--- config.mk ---
export PLATFORM = sky130hd
export DESIGN_NAME = flash_disk_host_bus_port
export DESIGN_NICKNAME = d
export VERILOG_FILES = /design/src/pkg/flash_host_pkg.sv /design/src/pin_sync.sv /design/src/flash_disk_host_bus_port.sv
export SDC_FILE = /design/constraint.sdc
export NUM_CORES = 1
export LEC_CHECK = 0
export BUFFER_PORTS_ARGS = -buffer_cell sky130_fd_sc_hd__buf_2
export CAP_MARGIN = 0
export CORE_UTILIZATION = 41
export CTS_CLUSTER_SIZE = 24
export DETAILED_ROUTE_END_ITERATION = 8
export PLACE_DENSITY = 0.65
export SLEW_MARGIN = 20
export SYNTH_ARGS = -nofsm -noshare
export SYNTH_HDL_FRONTEND = slang
export SYNTH_SLANG_ARGS = --single-unit
--- constraint.sdc ---
create_clock -name clk_sys_i -period 2.15 [get_ports clk_sys_i]
set_input_delay 0.1075 -clock clk_sys_i [delete_from_list [all_inputs] [get_ports clk_sys_i]]
set_output_delay 0.1075 -clock clk_sys_i [all_outputs]
set_load 0.005 [all_outputs]
--- src/pkg/flash_host_pkg.sv ---
package flash_host_pkg;

  localparam int          ADDR_W      = 13;
  localparam int          DATA_W      = 16;
  localparam int          CLK_NS      = 100;
  // power-on reset pulse driven to the device, least time
  localparam int          POR_NS      = 1000;
  // strobe width granted to each access (wait states), least time
  localparam int          ACCESS_NS   = 100;
  localparam logic [7:0]  POR_CYC     = 8'((POR_NS + CLK_NS - 1) / CLK_NS);
  localparam logic [7:0]  ACCESS_CYC  = 8'((ACCESS_NS + CLK_NS - 1) / CLK_NS);
  // extra strobe cycles so read data has passed the input synchroniser
  localparam logic [7:0]  SYNC_CYC    = 8'h02;
  localparam logic        WIDE_RST    = 1'b1;
  localparam logic        KEY_RST     = 1'b0;
  localparam logic        MUX_RST     = 1'b0;
  localparam logic [1:0]  CASCADE_RST = 2'h0;

  typedef enum logic [7:0] {
    S_RESET      = 8'h01,
    S_WAIT_READY = 8'h02,
    S_MUX_ENTRY  = 8'h04,
    S_IDLE       = 8'h08,
    S_ADDR       = 8'h10,
    S_SETUP      = 8'h20,
    S_STROBE     = 8'h40,
    S_DONE       = 8'h80
  } host_state_t;

endpackage

--- src/pin_sync.sv ---
`timescale 1ns/10ps
module pin_sync #(
  parameter int WIDTH = 1
) (
  input  wire logic             clk_sys_i,
  input  wire logic             reset_n_i,
  input  wire logic [WIDTH-1:0] async_i,
  input  wire logic [WIDTH-1:0] reset_val_i,
  output logic      [WIDTH-1:0] sync_o
);
  logic [WIDTH-1:0] meta_reg;

  // two flops; the first is read only by the second
  always_ff @(posedge clk_sys_i or negedge reset_n_i) begin
    if (!reset_n_i) begin
      meta_reg <= '1;
      sync_o   <= '1;
    end else begin
      meta_reg <= async_i;
      sync_o   <= meta_reg;
    end
  end
endmodule

--- src/flash_disk_host_bus_port.sv ---
`timescale 1ns/10ps
// Summary of operation
// - host drives read, write strobes and the decoded chip select.
// - host stretches each strobe with enough wait states for device timing.
// - host drives an active-low power-on reset; device reset while low.
// - single device: both cascade position inputs are held low outside mux mode.
// - readiness output marks first access; host waits on it after reset.
// - host makes that falling edge after reset, before the first read.
// - host interrupt input uses the same edge or level sensitivity.
module flash_disk_host_bus_port (
  input  wire logic                                clk_sys_i,
  input  wire logic                                reset_n_i,
  input  wire logic                                start_i,
  input  wire logic                                write_i,
  input  wire logic [flash_host_pkg::ADDR_W-1:0]   addr_i,
  input  wire logic [flash_host_pkg::DATA_W-1:0]   wdata_i,
  input  wire logic                                mux_mode_i,
  input  wire logic                                wide_bus_i,
  input  wire logic                                key_enable_i,
  input  wire logic                                deep_powerdown_i,
  input  wire logic                                irq_level_i,
  output logic      [flash_host_pkg::DATA_W-1:0]   rdata_o,
  output logic                                     done_o,
  output logic                                     error_o,
  output logic                                     ready_o,
  output logic                                     irq_o,
  output logic                                     dma_req_o,
  output logic      [flash_host_pkg::ADDR_W-1:0]   dev_addr_o,
  output logic      [flash_host_pkg::DATA_W-1:0]   dev_data_o,
  output logic                                     dev_data_oe_n_o,
  input  wire logic [flash_host_pkg::DATA_W-1:0]   dev_data_i,
  output logic                                     dev_ce_n_o,
  output logic                                     dev_oe_n_o,
  output logic                                     dev_we_n_o,
  output logic                                     power_on_reset_in_n_o,
  output logic      [1:0]                          cascade_position_o,
  output logic                                     key_lock_o,
  output logic                                     bus_width_16_o,
  input  wire logic                                ready_busy_n_i,
  input  wire logic                                dma_request_n_i,
  input  wire logic                                irq_n_i
);
  import flash_host_pkg::*;

  host_state_t         state_reg;
  host_state_t         state_next;
  logic [7:0]          cnt_reg;
  logic [ADDR_W-1:0]   addr_reg;
  logic [DATA_W-1:0]   wdata_reg;
  logic                wr_reg;
  logic                wide_reg;
  logic                mux_reg;
  logic                irq_prev_reg;
  logic [DATA_W+2:0]   pins_s;
  logic [DATA_W-1:0]   data_s;
  logic                busy_n_s;
  logic                dma_n_s;
  logic                irq_n_s;
  logic                illegal;
  logic [ADDR_W-1:0]   addr_cur;
  logic [DATA_W-1:0]   wdata_cur;
  logic                wr_cur;

  function automatic logic in_access(input host_state_t s);
    return (s == S_ADDR) || (s == S_SETUP) || (s == S_STROBE) || (s == S_DONE);
  endfunction

  pin_sync #(.WIDTH(DATA_W + 3)) u_sync (
    .clk_sys_i   (clk_sys_i),
    .reset_n_i   (reset_n_i),
    .async_i     ({dev_data_i, ready_busy_n_i, dma_request_n_i, irq_n_i}),
    .reset_val_i ('1),
    .sync_o      (pins_s)
  );
  assign data_s   = pins_s[DATA_W+2:3];
  assign busy_n_s = pins_s[2];
  assign dma_n_s  = pins_s[1];
  assign irq_n_s  = pins_s[0];

  // odd address in 16-bit mode is refused
  assign illegal = wide_reg && addr_i[0];

  // on the taking edge the request is not yet in its registers, so pins read it live
  assign addr_cur  = (state_reg == S_IDLE) ? addr_i : addr_reg;
  assign wdata_cur = (state_reg == S_IDLE) ? wdata_i : wdata_reg;
  assign wr_cur    = (state_reg == S_IDLE) ? write_i : wr_reg;

  always_comb begin
    state_next = state_reg;
    case (state_reg)
      S_RESET: begin
        if (cnt_reg == POR_CYC - 8'h01) state_next = S_WAIT_READY;
      end
      S_WAIT_READY: begin
        if (busy_n_s) state_next = mux_reg ? S_MUX_ENTRY : S_IDLE;
      end
      S_MUX_ENTRY: state_next = S_IDLE;
      S_IDLE: begin
        if (start_i && !illegal) state_next = mux_reg ? S_ADDR : S_SETUP;
      end
      S_ADDR: state_next = S_SETUP;
      S_SETUP: state_next = S_STROBE;
      S_STROBE: begin
        if (cnt_reg == (wr_reg ? ACCESS_CYC : ACCESS_CYC + SYNC_CYC) - 8'h01) begin
          state_next = S_DONE;
        end
      end
      S_DONE: state_next = S_IDLE;
      default: state_next = S_RESET;
    endcase
  end

  always_ff @(posedge clk_sys_i or negedge reset_n_i) begin
    if (!reset_n_i) begin
      state_reg <= S_RESET;
      cnt_reg   <= 8'h00;
    end else begin
      state_reg <= state_next;
      cnt_reg   <= (state_next != state_reg) ? 8'h00 : cnt_reg + 8'h01;
    end
  end

  // straps are caught while the device is held in reset
  always_ff @(posedge clk_sys_i or negedge reset_n_i) begin
    if (!reset_n_i) begin
      wide_reg       <= WIDE_RST;
      mux_reg        <= MUX_RST;
      key_lock_o     <= KEY_RST;
      bus_width_16_o <= WIDE_RST;
    end else if (state_reg == S_RESET) begin
      wide_reg       <= wide_bus_i;
      mux_reg        <= mux_mode_i;
      key_lock_o     <= key_enable_i;
      bus_width_16_o <= wide_bus_i;
    end
  end

  always_ff @(posedge clk_sys_i or negedge reset_n_i) begin
    if (!reset_n_i) begin
      addr_reg  <= '0;
      wdata_reg <= '0;
      wr_reg    <= 1'b0;
    end else if (state_reg == S_IDLE && start_i) begin
      addr_reg  <= addr_i;
      wdata_reg <= wdata_i;
      wr_reg    <= write_i;
    end
  end

  // device pins, each from a flop
  always_ff @(posedge clk_sys_i or negedge reset_n_i) begin
    if (!reset_n_i) begin
      power_on_reset_in_n_o <= 1'b0;
      dev_ce_n_o            <= 1'b1;
      dev_oe_n_o            <= 1'b1;
      dev_we_n_o            <= 1'b1;
      cascade_position_o    <= CASCADE_RST;
      dev_addr_o            <= '0;
      dev_data_o            <= '0;
      dev_data_oe_n_o       <= 1'b1;
    end else begin
      power_on_reset_in_n_o <= (state_next != S_RESET);
      dev_ce_n_o            <= !in_access(state_next);
      dev_oe_n_o            <= !(state_next == S_STROBE && !wr_reg);
      dev_we_n_o            <= !(state_next == S_STROBE && wr_reg);
      // upper bit is address-valid in mux mode, else single-device strap
      cascade_position_o    <= {mux_reg ? !(state_next == S_MUX_ENTRY ||
                                            state_next == S_ADDR) : 1'b0,
                                1'b0};
      if (state_next == S_IDLE || state_next == S_WAIT_READY) begin
        dev_addr_o <= {{(ADDR_W-1){1'b0}}, deep_powerdown_i};
      end else begin
        dev_addr_o <= addr_cur;
      end
      if (state_next == S_ADDR) begin
        dev_data_o <= {{(DATA_W-ADDR_W){1'b0}}, addr_cur};
      end else begin
        dev_data_o <= wdata_cur;
      end
      dev_data_oe_n_o <= !(state_next == S_ADDR ||
                           (wr_cur && in_access(state_next) && state_next != S_ADDR));
    end
  end

  // user side answers
  always_ff @(posedge clk_sys_i or negedge reset_n_i) begin
    if (!reset_n_i) begin
      rdata_o <= '0;
      done_o  <= 1'b0;
      error_o <= 1'b0;
      ready_o <= 1'b0;
    end else begin
      done_o  <= (state_next == S_DONE);
      error_o <= (state_reg == S_IDLE) && start_i && illegal;
      ready_o <= (state_next == S_IDLE);
      if (state_next == S_DONE && !wr_reg) begin
        // 8-bit mode: the addressed byte always comes on the low lane
        rdata_o <= wide_reg ? data_s : {8'h00, data_s[7:0]};
      end
    end
  end

  // interrupt and dma pins, interrupt sensitivity matched to the device setting
  always_ff @(posedge clk_sys_i or negedge reset_n_i) begin
    if (!reset_n_i) begin
      irq_prev_reg <= 1'b1;
      irq_o        <= 1'b0;
      dma_req_o    <= 1'b0;
    end else begin
      irq_prev_reg <= irq_n_s;
      irq_o        <= irq_level_i ? !irq_n_s : (irq_prev_reg && !irq_n_s);
      dma_req_o    <= !dma_n_s;
    end
  end
endmodule

# Word-level counts from Yosys, hierarchy flattened
# Index checks and enable logic that the tools add are counted.
# totals
reg_bits,144
inputBits,57
out_inout_bits,59
# op_classes
addsub,2
n_eq_ne,20
muxes,17
reduce_logical,26
# op_table
operator,count
one-hot mux 8 bit (7 select lines),1
2-to-1 mux 16 bit,3
2-to-1 mux 8 bit,5
2-to-1 mux 13 bit,2
== test 8 x 4 -> 1 bit (second input constant),3
== test 8 x 2 -> 1 bit (second input constant),2
== test 8 x 3 -> 1 bit (second input constant),2
== test 8 x 5 -> 1 bit (second input constant),2
== test 8 x 6 -> 1 bit (second input constant),2
== test 8 x 7 -> 1 bit (second input constant),2
== test 8 bit (second input constant),2
logical AND 1 bit,10
zero test 1 bit,9
adder 8 x 1 -> 8 bit (second input constant),1
== test 8 x 1 -> 1 bit (second input constant),1
== test 8 bit,1
inequality test 8 x 1 -> 1 bit (second input constant),1
inequality test 8 x 5 -> 1 bit (second input constant),1
inequality test 8 bit,1
logical OR 1 bit,6
2-to-1 mux 6 bit,1
2-to-1 mux 4 bit,1
2-to-1 mux 1 bit,3
subtractor 2 x 1 -> 3 bit (second input constant),1
2 further kinds,2

# Logic depth before layout (Yosys ltp)
# Gate-level depths: netlist of run 1.
# logic_depth
depth_word,13
depth_mapped,7

# Hierarchy
# From an unflattened synthesis of run 1, not the netlist that was laid out.
# unflattened
cells_unflattened,417
area_unflattened_um2,5429.0
# modules_own_cells
mod,instances,cells_per_inst,area_each_um2
flash_disk_host_bus_port,1,379,4430.5
pin_sync,1,38,998.5

# Least setup slack after synthesis of run 1
# Ideal clock, no wire load.
# synth_timing
path_type,register -> register
startpoint,register state_reg[1]
endpoint,register rdata_o[4] (netlist name)
setup_ps,125
arrival_ps,1933
required_ps,2025
path_slack_ps,91
path_stages_with_launch,7
path_buffers,2
synth_period_minus_slack_ps,2059
cell_sequence,dfrtp_1 -> nor4_4 -> nand4b_2 -> or3_1 -> buf_6 -> buf_6 -> mux2_4
# synth_between
elab_chain_cells,5
elab_cells_between_ends,16
cone_classes,eq/ne: 9; mux: 5; reduce/logical: 2
# synth_rtl
element,line,text
"start, declared",flash_disk_host_bus_port.sv:45,host_state_t state_reg;
"start signal, assigned",flash_disk_host_bus_port.sv:118,state_reg <= state_next;
== test 8 bit / == test 8 x 3 -> 1 bit (equally long branches),flash_disk_host_bus_port.sv:90,case (state_reg)
OR reduction 2 bit (no source line),--,
one-hot mux 8 bit (7 select lines) *,flash_disk_host_bus_port.sv:90,
== test 8 bit *,flash_disk_host_bus_port.sv:196,if (state_next == S_DONE && !wr_reg) begin
logical AND 1 bit *,flash_disk_host_bus_port.sv:196,
"end signal, assigned",flash_disk_host_bus_port.sv:198,"rdata_o <= wide_reg ? data_s : {8'h00, data_s[7:0]};"
"end, declared",flash_disk_host_bus_port.sv:22,"output logic [flash_host_pkg::DATA_W-1:0] rdata_o,"
# Mark *: on every way between the ends. The rest lies on a longest branch, timed or not.
# A chain may end at the register's enable or synchronous reset.

# Worst setup path in the final report of run 1
# layout_timing
startpoint,register state_reg[2]
endpoint,register dev_addr_o[0] (netlist name)
# layout_between
elab_chain_cells,6
elab_cells_between_ends,19
cone_classes,eq/ne: 10; mux: 7; reduce/logical: 2
# layout_rtl
element,line,text
== test 8 bit / == test 8 x 3 -> 1 bit (equally long branches),flash_disk_host_bus_port.sv:90,
OR reduction 2 bit (no source line),--,
one-hot mux 8 bit (7 select lines) *,flash_disk_host_bus_port.sv:90,
net state_next[3],flash_disk_host_bus_port.sv:46,host_state_t state_next;
== test 8 x 4 -> 1 bit / == test 8 x 2 -> 1 bit (equally long branches),flash_disk_host_bus_port.sv:170,if (state_next == S_IDLE || state_next == S_WAIT_READY) begin
logical OR 1 bit *,flash_disk_host_bus_port.sv:170,
2-to-1 mux 13 bit *,flash_disk_host_bus_port.sv:170,
"end signal, assigned",flash_disk_host_bus_port.sv:171,"dev_addr_o <= {{(ADDR_W-1){1'b0}}, deep_powerdown_i};"
"end signal, assigned",flash_disk_host_bus_port.sv:173,dev_addr_o <= addr_cur;
"end, declared",flash_disk_host_bus_port.sv:28,"output logic [flash_host_pkg::ADDR_W-1:0] dev_addr_o,"
# Mark *: on every way through the listed nets, which the timed path passes. The rest lies on a longest branch.

==> flow_summary.json, run 1 <==
{
  "start_util_pct": 42.6,
  "yosys_warnings": 0,
  "vias": 3779,
  "fin_worst_skew_ns": 0.0116,
  "synthCells": 419,
  "drt_iter0_markers": 262,
  "dpl_cell_area_um2": 6320,
  "p_leak_nw": 3.81,
  "cp.required_ns": 2.44,
  "clockBufferDepth": 2,
  "path_class": "flip-flop to flip-flop",
  "rr_worst_depth": 5,
  "grt_max_degree": 63,
  "clock-root-buffer": "clkbuf_16",
  "drcViolationCount": 0,
  "design.core.area_um2": 12800,
  "grt_util_met2_pct": 28.7,
  "syn_nets": 478,
  "maxSlewHeadroom_pct": 64.7,
  "design.portCount": 116,
  "fin_crit_ns": 2.05,
  "postSynth.asyncResetShare_pct": 100,
  "clkLatencyLatePin_ns": 0.42,
  "die_h_um": 117,
  "hold_class": "primary input to flip-flop",
  "grt_setup_unrepaired": "no",
  "setup_viol": 0,
  "yosysSeqAreaShare_pct": 67.3,
  "hpwl_mm": 7.60,
  "diodes": 0,
  "slew_viol_final": 0,
  "cts_tree": "done",
  "holdWs_ns": 0.0283,
  "critPathMaxStageDelay_ns": 0.44,
  "crit_arrival_ns": 2.34,
  "grt_pass1_vias": 3882,
  "ir_worst_vdd_uv": 632,
  "fillers": 1006,
  "syn_area_um2": 5440,
  "ys_ff_latch": 144,
  "crit_family": "compound AO/OA/AOI/OAI gates",
  "die_x_um": 117,
  "grt_overflow": 0,
  "power_w": 0.00695,
  "fp-row-count": 41,
  "synth-edff-count": 0,
  "power.density_nw_per_um2": 927,
  "start_kind": "flip-flop",
  "holdPathStages": 2,
  "use_met3_pct": 6.49,
  "crit_buf_inv": 0,
  "top_usage_layer": "met2",
  "detail-route-antenna-nets": 0,
  "area_growth_pct": 37.7,
  "worst_setup_path_end_kind": "flip-flop",
  "clk_pin_slew_ns": 0.06,
  "ys.flop_type": "dfrtp_1",
  "cp.depth": 5,
  "drive_gt1_share_pct": 41.5,
  "tns_ns": 0,
  "status": "completed",
  "critPathMaxFanout": 4,
  "grt_pass1_wl_mm": 18.9,
  "viasPerCell": 4.78,
  "routed_wl_mm": 11.9,
  "fin_area_um2": 7490,
  "post-route-period-util_pct": 95.3,
  "cts.htree.levels": 4,
  "drt-pass1-iter-count": 4,
  "die_area_um2": 13700,
  "crit_slowest_cell": "dfrtp_1",
  "wire_per_inst_um": 15.0,
  "cts.sinks": 144,
  "grt_usage_pct": 18.7,
  "avgSynthCellArea_um2": 13.0,
  "final_hold_viol_count": 0,
  "crit_chain": "or3b_1 > o32ai_2 > o2bb2ai_1 > o21bai_2 > mux2_2",
  "final_core_util_pct": 58.7,
  "port_buffers": 114,
  "maxCapViolations": 0,
  "place_congestion": 0.835,
  "numCtsBuffers": 17,
  "worst_pin_slew_ns": 0.530,
  "antenna_found_initial": 0,
  "use_met1_pct": 24.1,
  "timing.fmax_ghz": 0.488,
  "nNetsFinal": 665,
  "post_synth_num_cell_types": 45
}
[cells in the final DEF, fill, tap and decap left out, types with 5 or more instances in the layout]
cell	count
buf_2	113
dfstp_2	45
clkbuf_16	17
mux2i_1	13
xor2_1	6
nor2_1	20
mux2_2	38
dlygate4sd3_1	55
a21oi_1	16
dfrtp_1	98
nand3_1	9
nand2_1	69
buf_4	15
o21ai_0	29
and2b_1	5
[logic make-up (layout without fill, tap and decap cells)]
logic type,Yosys count,after routing,synth area share (%)
buffers and inverters,23,223,2.00
AO/OA/AOI/OAI,54,54,5.59
adder cells (fa/ha/maj),2,2,0.460
AND/OR/NAND/NOR,130,130,11.6
XOR/XNOR,10,10,1.61
multiplexers,55,55,11.4
flip-flops,144,144,67.3
other,1,1,0.0689
[timing repair]
| action | CTS | global route |
|---|---|---|
| setup buffers | 0 | 0 |
| hold endpoints to repair | 116 | 0 |
| gates resized for setup | 0 | 3 |
| hold buffers | 55 | 0 |
| endpoints found under the setup margin | 0 | 10 |
[stage by stage]
stage	worst slack, ns	instances
floorplan	0.0914	419
global placement	0.116	704
detailed placement	0.0840	704
CTS	0.0622	791
global route	0.0334	791
finish	0.101	791
[layout make-up]
type / instances / area, um^2 / area share (%)
timing repair buffer: 187 / 1300 / 17.3
sequential: 144 / 3660 / 48.9
multi-input combinational: 252 / 1690 / 22.5
inverter: 4 / 15.0 / 0.200
clock buffer: 21 / 460 / 6.14
tap: 172 / 215 / 2.87
clock inverter: 11 / 153 / 2.04
[worst reg2reg max path, stage by stage (launching register included)]
cell	delay (ns)
dfrtp_1	0.44
or3b_1	0.43
o32ai_2	0.31
o2bb2ai_1	0.21
o21bai_2	0.18
mux2_2	0.35
[where the power goes]
part | switching [W] | internal [W]
Clock | 0.00111 | 0.00190
Sequential | 0.000122 | 0.00292
Combinational | 0.000467 | 0.000428
[metal layers]
layer,vias to the layer above,part of all wire (%),wire length (um)
met5,-,0,0
met4,0,1.8,218
met3,15,6.6,789
met2,119,46,5500
met1,1844,45,5360
li1,1801,-,-
[synthesized netlist by cell type (2+ instances only)]
cell	number	area share, %
a21oi_1	16	1.5
and2b_1	5	0.69
and3_1	4	0.46
and4_1	3	0.48
buf_2	3	0.28
buf_6	2	0.41
clkbuf_1	12	0.83
dfrtp_1	99	46
dfstp_2	45	22
ha_1	2	0.46
inv_1	4	0.28
mux2_2	38	7.9
mux2_4	4	1.1
mux2i_1	13	2.4
nand2_1	69	4.8
nand3_1	10	0.92
nand4_1	2	0.23
nand4b_1	2	0.32
nor2_1	20	1.4
nor3_1	3	0.28
o21ai_0	29	2.7
o2bb2ai_1	2	0.32
or3_1	2	0.23
xnor2_1	4	0.64
xor2_1	6	0.97
[path summary, 6_finish.rpt]
check | start | endpoint | slack (ns)
worst max-delay path | state_reg[2]$_DFF_PN0_ | dev_addr_o[0]$_DFF_PN0_ | 0.10
worst min-delay path | addr_i[0] | error_o$_DFF_PN0_ | 0.03
worst max register to register | state_reg[2]$_DFF_PN0_ | dev_addr_o[0]$_DFF_PN0_ | 0.10
worst min register to register | u_sync.meta_reg[5]$_DFF_PN1_ | u_sync.sync_o[5]$_DFF_PN1_ | 0.35
max in group asynchronous | reset_n_i | irq_prev_reg$_DFF_PN1_ | 1.15
min in group asynchronous | reset_n_i | rdata_o[2]$_DFFE_PN0P_ | 0.23
(Power assumes the default switching activity.)
==> inputs of run 2 (changes only) <==
Settings changed: CAP_MARGIN 0 to default, GPL_ROUTABILITY_DRIVEN from default to 0, REMOVE_ABC_BUFFERS from default to 1.
==> run 2 against run 1 <==
Compared with the run above:
- total power fell by 3.9%
- non-clock buffer count did not move
- cell area fell by 0.65%
- clock power fell by 9.3%
- sequential cell count did not move
- register-to-register slack got worse by 0.03 ns
- cell count did not move
- first-iteration DRC count rose by 1.1%
- clock skew fell by 0.0065 ns
- global-route usage fell by 0.21 points
- via count rose by 0.32%
- sequential power barely moved
- critical endpoint is now mux_reg$_DFFE_PN0P_
- largest cell class unchanged
- highest routed layer unchanged
==> flow_summary.json, run 2 (synthesis results as in run 1) <==
{
  "final_hold_viol_count": 0,
  "design.portCount": 116,
  "critPathMaxStageDelay_ns": 0.56,
  "post-route-period-util_pct": 96.7,
  "start_kind": "flip-flop",
  "fin_worst_skew_ns": 0.00509,
  "detail-route-antenna-nets": 0,
  "grt_overflow": 0,
  "cts_tree": "done",
  "rr_worst_depth": 5,
  "power.density_nw_per_um2": 896,
  "cts.htree.levels": 4,
  "clockBufferDepth": 2,
  "die_area_um2": 13700,
  "crit_chain": "or4_4 > or3_4 > buf_4 > nand2b_4 > mux2_2",
  "design.core.area_um2": 12800,
  "fillers": 1027,
  "status": "completed",
  "dpl_cell_area_um2": 6300,
  "cp.required_ns": 2.44,
  "nNetsFinal": 665,
  "rrSetupSlack_ns": 0.07,
  "dp_cells": 702,
  "clkLatencyLatePin_ns": 0.41,
  "drt-pass1-iter-count": 4,
  "drt_iter0_markers": 265,
  "vias": 3791,
  "fin_area_um2": 7440,
  "diodes": 0,
  "worst_pin_slew_ns": 0.623,
  "cts.sinks": 144,
  "worst_setup_path_end_kind": "flip-flop",
  "die_x_um": 117,
  "routed_wl_mm": 11.8,
  "setup_viol": 0,
  "path_class": "flip-flop to flip-flop",
  "clock-root-buffer": "clkbuf_16",
  "r2r-start": "state_reg[4]$_DFF_PN0_",
  "clk_pin_slew_ns": 0.06,
  "fp-row-count": 41,
  "stdcell_count": 791,
  "grt_max_degree": 66,
  "wire_per_inst_um": 14.9,
  "maxCapViolations": 0,
  "die_h_um": 117,
  "grt_usage_pct": 18.5,
  "place_ws_ns": 0.0691,
  "hold_class": "primary input to asynchronous set/reset pin",
  "setup_slack_ns": 0.0710,
  "area_growth_pct": 36.8,
  "slew_viol_final": 0,
  "maxSlewHeadroom_pct": 58.4,
  "ir_worst_vdd_uv": 709,
  "viasPerCell": 4.79,
  "start_util_pct": 42.6,
  "p_leak_nw": 3.78,
  "drcViolationCount": 0,
  "grt_pass1_vias": 3882,
  "crit_arrival_ns": 2.37,
  "drive_gt1_share_pct": 41.7,
  "final_common_cell": "buf_2",
  "critPathMaxFanout": 6,
  "hpwl_mm": 7.56,
  "crit_slowest_cell": "or4_4",
  "antenna_found_initial": 0,
  "final_cell_mix": "buf_2 (113), dfrtp_1 (98), nand2_1 (69)",
  "grt_pass1_wl_mm": 18.8,
  "fin_crit_ns": 2.08,
  "r2r_end": "mux_reg$_DFFE_PN0P_",
  "numCtsBuffers": 17,
  "port_buffers": 114,
  "timing.fmax_ghz": 0.481
}
## run 2: through the flow
step | util, % | setup TNS [ns] | total power (W) | hold slack [ns]
floorplan | - | -18.30 | 0.00351 | -0.188
global placement | 49.3 | 0 | 0.00387 | 0.0260
detailed placement | 49.3 | 0 | 0.00391 | 0.0331
CTS | 58.1 | 0 | 0.00675 | 0.165
global route | 58.3 | -0.0719 | 0.00699 | 0.192
finish | 58.3 | 0 | 0.00667 | 0.160
## run 2: cell type report
type	instances	area [um^2]	share of cell area [%]
Multi-Input combinational cell	252	1690	22.7
Clock inverter	13	115	1.55
Clock buffer	19	443	5.95
Timing Repair Buffer	187	1300	17.5
Tap cell	172	215	2.89
Sequential cell	144	3660	49.2
Inverter	4	15.0	0.202
## run 2: timing repair
item / 4_1_cts / 5_1_grt
hold buffers: 56 / 0
gates resized for setup: 0 / 4
setup endpoints to repair: 0 / 23
buffers inserted: 0 / 1
hold endpoints to repair: 126 / 0
## run 2: how the worst max path moves through the flow
stage | from | endpoint | cells past startpoint
global route | state_reg[4]$_DFF_PN0_ | cnt_reg[3]$_DFF_PN0_ | 7
detailed placement | state_reg[1]$_DFF_PN0_ | dev_addr_o[0]$_DFF_PN0_ | 5
floorplan | state_reg[1]$_DFF_PN0_ | dev_addr_o[0]$_DFF_PN0_ | 5
CTS | state_reg[1]$_DFF_PN0_ | dev_addr_o[0]$_DFF_PN0_ | 5
global placement | state_reg[4]$_DFF_PN0_ | key_lock_o$_DFFE_PN0P_ | 5
finish | state_reg[4]$_DFF_PN0_ | mux_reg$_DFFE_PN0P_ | 5
## run 2: worst max-delay path: cells and delay by family (launching register included)
kind / cells / cell delay [ns]
buffers and inverters: 1 / 0.17
DFF: 1 / 0.42
muxes: 1 / 0.28
and+or+nand+nor: 3 / 1.08
## run 2: metal layers
layer	share of wire, %	up-vias	global-route usage [%]
met3	6.9	10	6.85
met1	44	1883	23.1
met2	48	103	29.7
met5	0	-	0
li1	-	1795	-
met4	1.0	0	6.08
## run 2: where the power goes
part           total [W]  switching, W  internal (W)
Sequential       0.00305      0.000129       0.00292
Combinational   0.000891      0.000460      0.000431
Clock            0.00273       0.00111       0.00162
==> inputs of run 3 (changes only) <==
--- a/config.mk
+++ b/config.mk
@@ -11,3 +11,2 @@
 export DETAILED_ROUTE_END_ITERATION = 8
-export GPL_ROUTABILITY_DRIVEN = 0
 export PLACE_DENSITY = 0.65
--- a/constraint.sdc
+++ b/constraint.sdc
@@ -3,2 +3,2 @@
 set_output_delay 0.1075 -clock clk_sys_i [all_outputs]
-set_load 0.005 [all_outputs]
+set_load 0.05 [all_outputs]
==> run 3 against run 2 <==
Compared with the run above:
- clock power up 16%
- utilization grew 0.74 points
- global-route usage decreased by 0.22 points
- die area unchanged
- via count grew 1.1%
- critical path depth stayed put
- largest power group is now the clock network
==> flow_summary.json, run 3 (synthesis results as in run 1) <==
{
  "design.core.area_um2": 12800,
  "setup_viol": 0,
  "path_class": "flip-flop to flip-flop",
  "grt_pass1_wl_mm": 18.3,
  "clockBufferDepth": 2,
  "fillers": 1015,
  "antenna_found_initial": 0,
  "holdWs_ns": 0.162,
  "nNetsFinal": 664,
  "cts.htree.levels": 4,
  "wire_per_inst_um": 15.2,
  "clkLatencyLatePin_ns": 0.42,
  "critPathMaxFanout": 7,
  "cts.sinks": 144,
  "timing.fmax_ghz": 0.485,
  "detail-route-antenna-nets": 0,
  "drt-pass1-iter-count": 4,
  "final_cell_mix": "buf_2 (113), dfrtp_1 (98), nand2_1 (69)",
  "maxSlewHeadroom_pct": 62.6,
  "cp.required_ns": 2.45,
  "area_growth_pct": 38.6,
  "vias": 3832,
  "die_area_um2": 13700,
  "viasPerCell": 4.85,
  "drcViolationCount": 0,
  "worstSetupEndpoint": "key_lock_o$_DFFE_PN0P_",
  "start_kind": "flip-flop",
  "start_util_pct": 42.6,
  "worst_setup_path_end_kind": "flip-flop",
  "die_x_um": 117,
  "grt_max_degree": 64,
  "final_hold_viol_count": 0,
  "rr_worst_depth": 5,
  "grt_usage_pct": 18.3,
  "maxCapViolations": 0,
  "design.portCount": 116,
  "p_leak_nw": 3.82,
  "post-route-period-util_pct": 95.9,
  "grt_pass1_vias": 3711,
  "grt_setup_unrepaired": "no",
  "numCtsBuffers": 17,
  "r2r-start": "state_reg[4]$_DFF_PN0_",
  "port_buffers": 114,
  "cts_tree": "done",
  "power.density_nw_per_um2": 968,
  "final_common_cell": "buf_2",
  "hold_class": "primary input to asynchronous set/reset pin",
  "clk_pin_slew_ns": 0.06,
  "fin_worst_skew_ns": 0.00813,
  "r2r_end": "key_lock_o$_DFFE_PN0P_",
  "tns_ns": 0,
  "slew_viol_final": 0,
  "diodes": 0,
  "die_h_um": 117,
  "grt_overflow": 0,
  "worst_pin_slew_ns": 0.560,
  "place_congestion": 0.815,
  "rrSetupSlack_ns": 0.09,
  "drt_iter0_markers": 288,
  "clock-root-buffer": "clkbuf_16",
  "routed_wl_mm": 12.0,
  "status": "completed",
  "cp-startpoint": "state_reg[4]$_DFF_PN0_",
  "hpwl_mm": 7.47,
  "ir_worst_vdd_uv": 657,
  "drive_gt1_share_pct": 41.3,
  "fp-row-count": 41,
  "crit_arrival_ns": 2.36,
  "fin_crit_ns": 2.06
}
## run 3: cell types whose count changed in the layout (fill, tap and decap cells not counted), moves of 2 or more
cell	before	now
clkbuf_8	1	4
clkinv_2	4	1
bufinv_16	1	4
buf_4	14	11
buf_12	3	5
clkinv_4	3	0
## run 3: area by class of cell
cell class              instances  area (um^2)  area share, %
flip-flops and latches        144         3660           48.6
multi-input cells             252         1690           22.4
repair buffers                186         1320           17.5
clock buffers                  23          488           6.47
well taps                     172          215           2.85
clock inverters                 9          155           2.06
inverters                       4         15.0          0.199
## run 3: worst max-delay path, stage by stage (launching register included)
cell	delay, ns
dfrtp_1	0.41
or4_4	0.56
or3_4	0.36
buf_4	0.17
nand2b_4	0.17
mux2_2	0.28
## run 3: how the worst min path moves through the flow
stage / start / endpoint / slack (ns) / cells past startpoint
floorplan: reset_n_i / addr_reg[0]$_DFFE_PN0P_ / -0.19 / 0
global placement: reset_n_i / dma_req_o$_DFF_PN0_ / 0.04 / 1
detailed placement: reset_n_i / dma_req_o$_DFF_PN0_ / 0.04 / 1
CTS: reset_n_i / wr_reg$_DFFE_PN0P_ / 0.17 / 2
global route: reset_n_i / dma_req_o$_DFF_PN0_ / 0.20 / 2
finish: reset_n_i / dma_req_o$_DFF_PN0_ / 0.16 / 2
## run 3: what timing repair did
action                     4_1_cts  5_1_grt
setup endpoints to repair        0       10
hold endpoints to repair       150        0
buffers inserted                 0        1
gates resized for setup          0        3
hold buffers                    56        0
## run 3: where the power goes
part	total [W]	leakage (nW)	internal [W]	switching (W)
logic	0.00108	1.68	0.000431	0.000647
registers	0.00306	1.84	0.00292	0.000140
clock network	0.00316	0.302	0.00206	0.00110
total	0.00730	3.82	0.00542	0.00188
## run 3: metrics by stage
step | setup WS (ns) | power [W] | cells | instance area (um^2) | utilization (%)
after floorplan | -0.786 | 0.00371 | 400 | 5350 | -
after global placement | 0.117 | 0.00408 | 701 | 6320 | 49.5
after detailed placement | 0.0507 | 0.00411 | 701 | 6320 | 49.5
after CTS | 0.0334 | 0.00738 | 789 | 7520 | 58.9
after global routing | 0.0129 | 0.00761 | 790 | 7540 | 59.0
final | 0.0892 | 0.00730 | 790 | 7540 | 59.0
## run 3: layer usage
metal,track usage (%),share of wire (%),vias up
met5,0,0,-
met4,8.35,1.7,0
met3,5.56,5.7,16
met2,29.4,49,120
met1,22.7,44,1899
li1,-,-,1797
